==> config.mk <==
export PLATFORM = sky130hd
export DESIGN_NAME = vop_output_port
export DESIGN_NICKNAME = d
export VERILOG_FILES = /design/src/common/vop_pkg.sv /design/src/rtl/vop_output_port.sv
export VERILOG_INCLUDE_DIRS = /design/src /design/src/common
export SDC_FILE = /design/constraint.sdc
export NUM_CORES = 1
export LEC_CHECK = 0
export BUFFER_PORTS_ARGS = -buffer_cell sky130_fd_sc_hd__buf_2
export CORE_MARGIN = 8
export CORE_UTILIZATION = 58
export DETAILED_ROUTE_END_ITERATION = 10
export GPL_TIMING_DRIVEN = 0
export PLACE_DENSITY_LB_ADDON = 0.25
export SLEW_MARGIN = 0
export SYNTH_ARGS = -nofsm -noshare
export SYNTH_HDL_FRONTEND = slang
export SYNTH_SLANG_ARGS = --single-unit
export TNS_END_PERCENT = 20
==> constraint.sdc <==
create_clock -name pclk -period 5.07 [get_ports pclk]
set_input_delay 0.2535 -clock pclk [delete_from_list [all_inputs] [get_ports pclk]]
set_output_delay 0.2535 -clock pclk [all_outputs]
set_load 0.02 [all_outputs]
==> src/common/vop_params.svh <==
`ifndef VOP_PARAMS_SVH
`define VOP_PARAMS_SVH

// Byte offsets inside the 32-byte board window
`define VOP_OFS_DATA0     5'h00
`define VOP_OFS_DATA1     5'h04
`define VOP_OFS_DATA2     5'h08
`define VOP_OFS_DATA3     5'h0c
`define VOP_OFS_CSR       5'h10

// Control/status register fields
`define VOP_CSR_TEST_LSB  0
`define VOP_CSR_TEST_MSB  1
`define VOP_CSR_FAULT_BIT 2
`define VOP_CSR_TEST_ON   2'h3
`define VOP_CSR_RESET     3'h4

// Address space limits
`define VOP_WIN_LSB       5
`define VOP_SHORT_TOP     15
`define VOP_STD_TOP       23
`define VOP_BASE_W        19
`define VOP_SHORT_BASE_W  11

`endif

==> src/common/vop_pkg.sv <==
package vop_pkg;

    typedef struct packed {
        logic       fault;
        logic [1:0] test;
    } vop_csr_t;

    typedef struct packed {
        logic        claim;
        logic        csr_sel;
        logic        data_sel;
        logic [1:0]  lw;
    } vop_decode_t;

endpackage

==> src/rtl/vop_output_port.sv <==
// The implementer's own choices: the APB register port and the address map.
`include "vop_params.svh"

// How it works
// - Eight 16-bit output data registers, writable and readable by software.
// - 128 bits reachable as four longwords, eight words or sixteen bytes.
// - Address bits and byte strobes choose which register lanes are touched.
// - Byte, word and longword writes by strobes at longword-aligned addresses; reads return the whole longword.
// - Short or standard space, supervisory and/or user, fixed by configuration.
// - Default configuration answers only short supervisory cycles.
// - Control/status register read/write, holds test mode and fault lamp.
// - Test mode runs while both test bits are set.
// - In test mode writes still land and read back unchanged.
// - In test mode every output driver is off.
// - Output data registers readable at any time.
// - Fault indicator comes on at every reset.
// - Only cycles matching the jumper base address are claimed.
// - Installed jumper reads zero, omitted jumper reads one.
// - Default jumpers place the board at address zero, short supervisory.
module vop_output_port #(
    parameter int unsigned ADDR_STANDARD = 0,
    parameter int unsigned ACCEPT_SUPER  = 1,
    parameter int unsigned ACCEPT_USER   = 0,
    parameter int unsigned NUM_REGS      = 8
) (
    // Clock and reset
    input  wire logic                      pclk,
    input  wire logic                      presetn,
    // APB slave
    input  wire logic                      psel,
    input  wire logic                      penable,
    input  wire logic                      pwrite,
    input  wire logic [31:0]               paddr,
    input  wire logic [31:0]               pwdata,
    input  wire logic [3:0]                pstrb,
    input  wire logic [2:0]                pprot,
    output logic      [31:0]               prdata,
    output logic                           pready,
    output logic                           pslverr,
    // Base address jumpers, installed reads low
    input  wire logic [`VOP_BASE_W-1:0]    base_jumper,
    // Output channels and front panel
    output logic      [NUM_REGS*16-1:0]    chan_sink,
    output logic                           fault_indicator
);

    logic [15:0]               odr_reg [NUM_REGS];
    vop_pkg::vop_csr_t         csr_reg;
    logic [31:0]               prdata_reg;
    logic                      pready_reg;
    logic                      pslverr_reg;
    logic [NUM_REGS*16-1:0]    chan_sink_reg;
    vop_pkg::vop_decode_t      dec;
    logic                      space_ok;
    logic                      prot_ok;
    logic                      base_ok;
    logic                      access;
    logic                      wr_now;
    logic                      test_active;
    logic [31:0]               rd_next;
    logic [NUM_REGS*16-1:0]    odr_flat;
    logic [2:0]                wait_cnt;

    assign test_active = (csr_reg.test == `VOP_CSR_TEST_ON);
    assign access      = psel && penable && !pready_reg;
    assign wr_now      = psel && penable && pready_reg && pwrite && dec.claim;

    always_comb begin
        if (ADDR_STANDARD != 0) begin
            space_ok = (paddr[31:`VOP_STD_TOP+1] == '0);
        end else begin
            space_ok = (paddr[31:`VOP_SHORT_TOP+1] == '0);
        end
    end

    always_comb begin
        if (pprot[0]) begin
            prot_ok = (ACCEPT_SUPER != 0);
        end else begin
            prot_ok = (ACCEPT_USER != 0);
        end
    end

    always_comb begin
        if (ADDR_STANDARD != 0) begin
            base_ok = (paddr[`VOP_STD_TOP:`VOP_WIN_LSB] == base_jumper);
        end else begin
            base_ok = (paddr[`VOP_SHORT_TOP:`VOP_WIN_LSB]
                       == base_jumper[`VOP_SHORT_BASE_W-1:0]);
        end
    end

    always_comb begin
        dec.claim    = space_ok && prot_ok && base_ok;
        dec.lw       = paddr[3:2];
        dec.data_sel = 1'b0;
        dec.csr_sel  = 1'b0;
        if (paddr[4:0] == `VOP_OFS_CSR) begin
            dec.csr_sel = 1'b1;
        end else if (paddr[4] == 1'b0 && paddr[1:0] == 2'h0) begin
            dec.data_sel = 1'b1;
        end
    end

    always_comb begin
        rd_next = 32'h0000_0000;
        if (dec.data_sel) begin
            rd_next = {odr_reg[{dec.lw, 1'b1}], odr_reg[{dec.lw, 1'b0}]};
        end else if (dec.csr_sel) begin
            rd_next = {29'h0000_0000, csr_reg};
        end
    end

    always_ff @(posedge pclk or negedge presetn) begin
        if (!presetn) begin
            pready_reg  <= 1'b0;
            pslverr_reg <= 1'b0;
            prdata_reg  <= 32'h0000_0000;
        end else begin
            pready_reg  <= access;
            pslverr_reg <= access && !(dec.claim
                                       && (dec.data_sel || dec.csr_sel));
            if (access && !pwrite && dec.claim) begin
                prdata_reg <= rd_next;
            end else begin
                prdata_reg <= 32'h0000_0000;
            end
        end
    end

    genvar gi;
    generate
        for (gi = 0; gi < NUM_REGS; gi = gi + 1) begin : g_odr
            always_ff @(posedge pclk or negedge presetn) begin
                if (!presetn) begin
                    odr_reg[gi] <= 16'h0000;
                end else if (wr_now && dec.data_sel
                             && dec.lw == 2'(gi / 2)) begin
                    if (pstrb[(gi % 2) * 2]) begin
                        odr_reg[gi][7:0] <= pwdata[(gi % 2) * 16 +: 8];
                    end
                    if (pstrb[(gi % 2) * 2 + 1]) begin
                        odr_reg[gi][15:8] <= pwdata[(gi % 2) * 16 + 8 +: 8];
                    end
                end
            end
            assign odr_flat[gi*16 +: 16] = odr_reg[gi];
        end
    endgenerate

    always_ff @(posedge pclk or negedge presetn) begin
        if (!presetn) begin
            csr_reg <= `VOP_CSR_RESET;
        end else if (wr_now && dec.csr_sel && pstrb[0]) begin
            csr_reg.test  <= pwdata[`VOP_CSR_TEST_MSB:`VOP_CSR_TEST_LSB];
            csr_reg.fault <= pwdata[`VOP_CSR_FAULT_BIT];
        end
    end

    always_ff @(posedge pclk or negedge presetn) begin
        if (!presetn) begin
            chan_sink_reg <= '0;
        end else if (test_active) begin
            chan_sink_reg <= '0;
        end else begin
            chan_sink_reg <= odr_flat;
        end
    end

    always_ff @(posedge pclk or negedge presetn) begin
        if (!presetn) begin
            wait_cnt <= 3'h0;
        end else if (access) begin
            if (wait_cnt != 3'h7) begin
                wait_cnt <= wait_cnt + 3'h1;
            end
        end else begin
            wait_cnt <= 3'h0;
        end
    end

    assign prdata          = prdata_reg;
    assign pready          = pready_reg;
    assign pslverr         = pslverr_reg;
    assign chan_sink       = chan_sink_reg;
    assign fault_indicator = csr_reg.fault;
endmodule
==> results.md <==
- Final setup violation count: 0
- CP Cell Sequence: and4_1, nor3b_1, buf_6, buf_8, nand4_2, mux2_2
- WP buf/inv: 2
- Clock Skews: 0.0123 ns
- Final hold vios: 0
- Final Total Pwr: 4.76 mW
- IO buf count: 244
- Synth unique cells: 36
- Initial antenna violation count: 2
- YS warnings: 0
- Final ANT Viol Nets: 0
- Slew headroom: 0.323
- PwrDens: 333 nW/um^2
- Std-Cell Rows: 51
- Status: finished, final reports clean
- Multi-input logic area: 3800 um^2
- Routed wire length: 27.4 mm
- Ys flop type: dfrtp_1
- Max Cap Viol: 0
- Mapped Area: 11300 um^2
- Most common library cell in the layout ignoring fill and taps: dfrtp_1
- Seq cells post-synth: 293
- Largest net degree at the start of global routing: 130
- Worst-Margin Slew: 1.01 ns
- 1st-iter DRT viols: 309
- CTS Buf Count: 29
- Gr usage total: 0.233
- Remaining global-route overflow: 0
- DP Area: 12900 um^2
- Crit-path max FO: 10
- DRC Markers: 0
- Ratio of cells with drive above 1 in the final layout: 0.463
- Post-synthesis sequential area ratio: 0.647
- Clock sinks: 293
- Startpoint Class: register
- Die width: 156 um
- Slowest stage delay, CP: 0.42 ns
- Ports: 258
- # fillers: 1274
- Pre-Repair DR Iteration Count: 4
- Core ar.: 19300 um^2
- Crit Path Class: register to register
- Avg WL per Cell: 20.9 um
- Clk root buf: clkbuf_16
- Critical path's slowest cell: mux2_2
- Die H: 156 um
- Post-synthesis average cell area: 15.8 um^2
- RSZ-0062 raised after global routing: false
- Final instance area: 14300 um^2
- Area delta synth->final: 26.2%
- First-pass GRT wire length: 43.6 mm
- Hpwl dp: 18.6 mm
- Min-delay worst type: input pin to register
- Slew Viols, Final: 0
- Die ar.: 24300 um^2
- Htree depth: 1
- Clock buffer depth: 3
- Leakage: 7.80 nW
- Post-synth EDFFs: 0
- Worst skew pair latency: 0.55 ns
- Final period util: 0.433
- FF/Latch Area: 7330 um^2
- Syn Inst Count: 715
- Non-Filler Instances: 1314
- Most frequent cells in the layout: 292 x dfrtp_1, 245 x buf_2, 130 x and2_1
- Cts repair resizes: 0
- Post CTS Setup Buffer Count: 0
- GP Congestion: 0.781
- Top delay family on crit path: simple AND/OR/NAND/NOR gates
- Syn nets: 810
- Final #Nets: 1119
- Worst EP required: 5.49 ns
- Avg Vias per Cell: 5.25
- Final Critical Period: 2.20 ns
- Vias in the first global route: 7859
- Worst EP arrival: 2.62 ns
- Initial cell density of the core: 0.586
- CP Capture Type: register
- Fmax: 0.455 GHz
- Worst-path clk slew: 0.07 ns
- Placed Instances: 1226
- Worst vdd ir: 0.269 mV
- CTS tree: done
- Via Count: 6898
- Async S/R FF share, synth: 1.00
## through the flow
| stage | hold slack, ns | TNS, ns | setup slack, ns | util |
|---|---|---|---|---|
| 4_1_cts | 0.00476 | 0 | 2.88 | 0.739 |
| 5_1_grt | 0.0253 | 0 | 2.82 | 0.739 |
| 3_3_place_gp | 0.480 | -414.25 | -1.45 | 0.666 |
| 3_5_place_dp | 0.177 | 0 | 2.62 | 0.670 |
| 2_1_floorplan | -0.0421 | 0 | 3.04 | - |
| 6_report | 0.0293 | 0 | 2.87 | 0.739 |
## logic make-up after synthesis
kind of cell | share of synthesized area
flops | 0.647
buf+inv | 0.0171
xor+xnor | 0.00850
compound gates | 0.00331
mux | 0.195
simple gates | 0.128
## cell usage after synthesis, types with 3 or more instances
cell type	instances	area (um^2)
nand4_1	3	18.8
clkbuf_1	24	90.1
nor2_1	7	26.3
nand2_1	3	11.3
nand3_1	3	15.0
and2_1	130	813
o2bb2ai_1	3	26.3
mux2_2	126	1420
inv_1	5	18.8
nor2b_1	30	188
nor4_1	4	25.0
nand4_2	8	100
xnor2_1	10	87.6
nand4_4	8	170
mux4_2	32	721
mux2_4	5	75.1
dfrtp_1	292	7310
## path summary, 6_finish.rpt
check,startpoint,to,slack (ns),cells after the start
max,pready,odr_flat[8],2.87,6
min,pwdata[6],odr_flat[70],0.03,2
max reg2reg,pready,odr_flat[8],2.87,6
min reg2reg,odr_flat[22],chan_sink[22],0.50,1
max in group asynchronous,presetn,prdata[26],3.96,3
min in group asynchronous,presetn,prdata[9],0.21,2
## area by class of cell
class                      instances  area share
antenna                            2    0.000350
buffer                            33      0.0123
clock buffer                      39      0.0576
clock inverter                    15      0.0139
inverter                           5     0.00131
multi-input combinational        384       0.266
sequential                       293       0.513
tap                              265      0.0232
timing repair buffer             278       0.112
## per-layer routing
| metal | track usage | up-vias | part of all wire |
|---|---|---|---|
| met5 | 0 | - | 0 |
| met4 | 0.0675 | 0 | 0.020 |
| met3 | 0.0512 | 39 | 0.065 |
| met2 | 0.409 | 207 | 0.51 |
| met1 | 0.286 | 3550 | 0.40 |
| li1 | - | 3102 | - |
## repair_timing
item,CTS,global route
setup endpoints to repair,0,0
hold endpoints to repair,170,0
hold buffers,32,0
## power by group
group          internal (mW)  switching [mW]  total [mW]
registers               2.34        0.000499        2.34
logic                 0.0667           0.104       0.171
clock network           1.35           0.898        2.25
total                   3.76            1.00        4.76
## worst register-to-register path, delay by kind of cell, from the launching register on
kind                   cells  cell delay [ns]
and+or+nand+nor            3             0.90
muxes                      1             0.43
buffers and inverters      2             0.40
DFF                        1             0.35
Power figures use the tool's default switching activity.
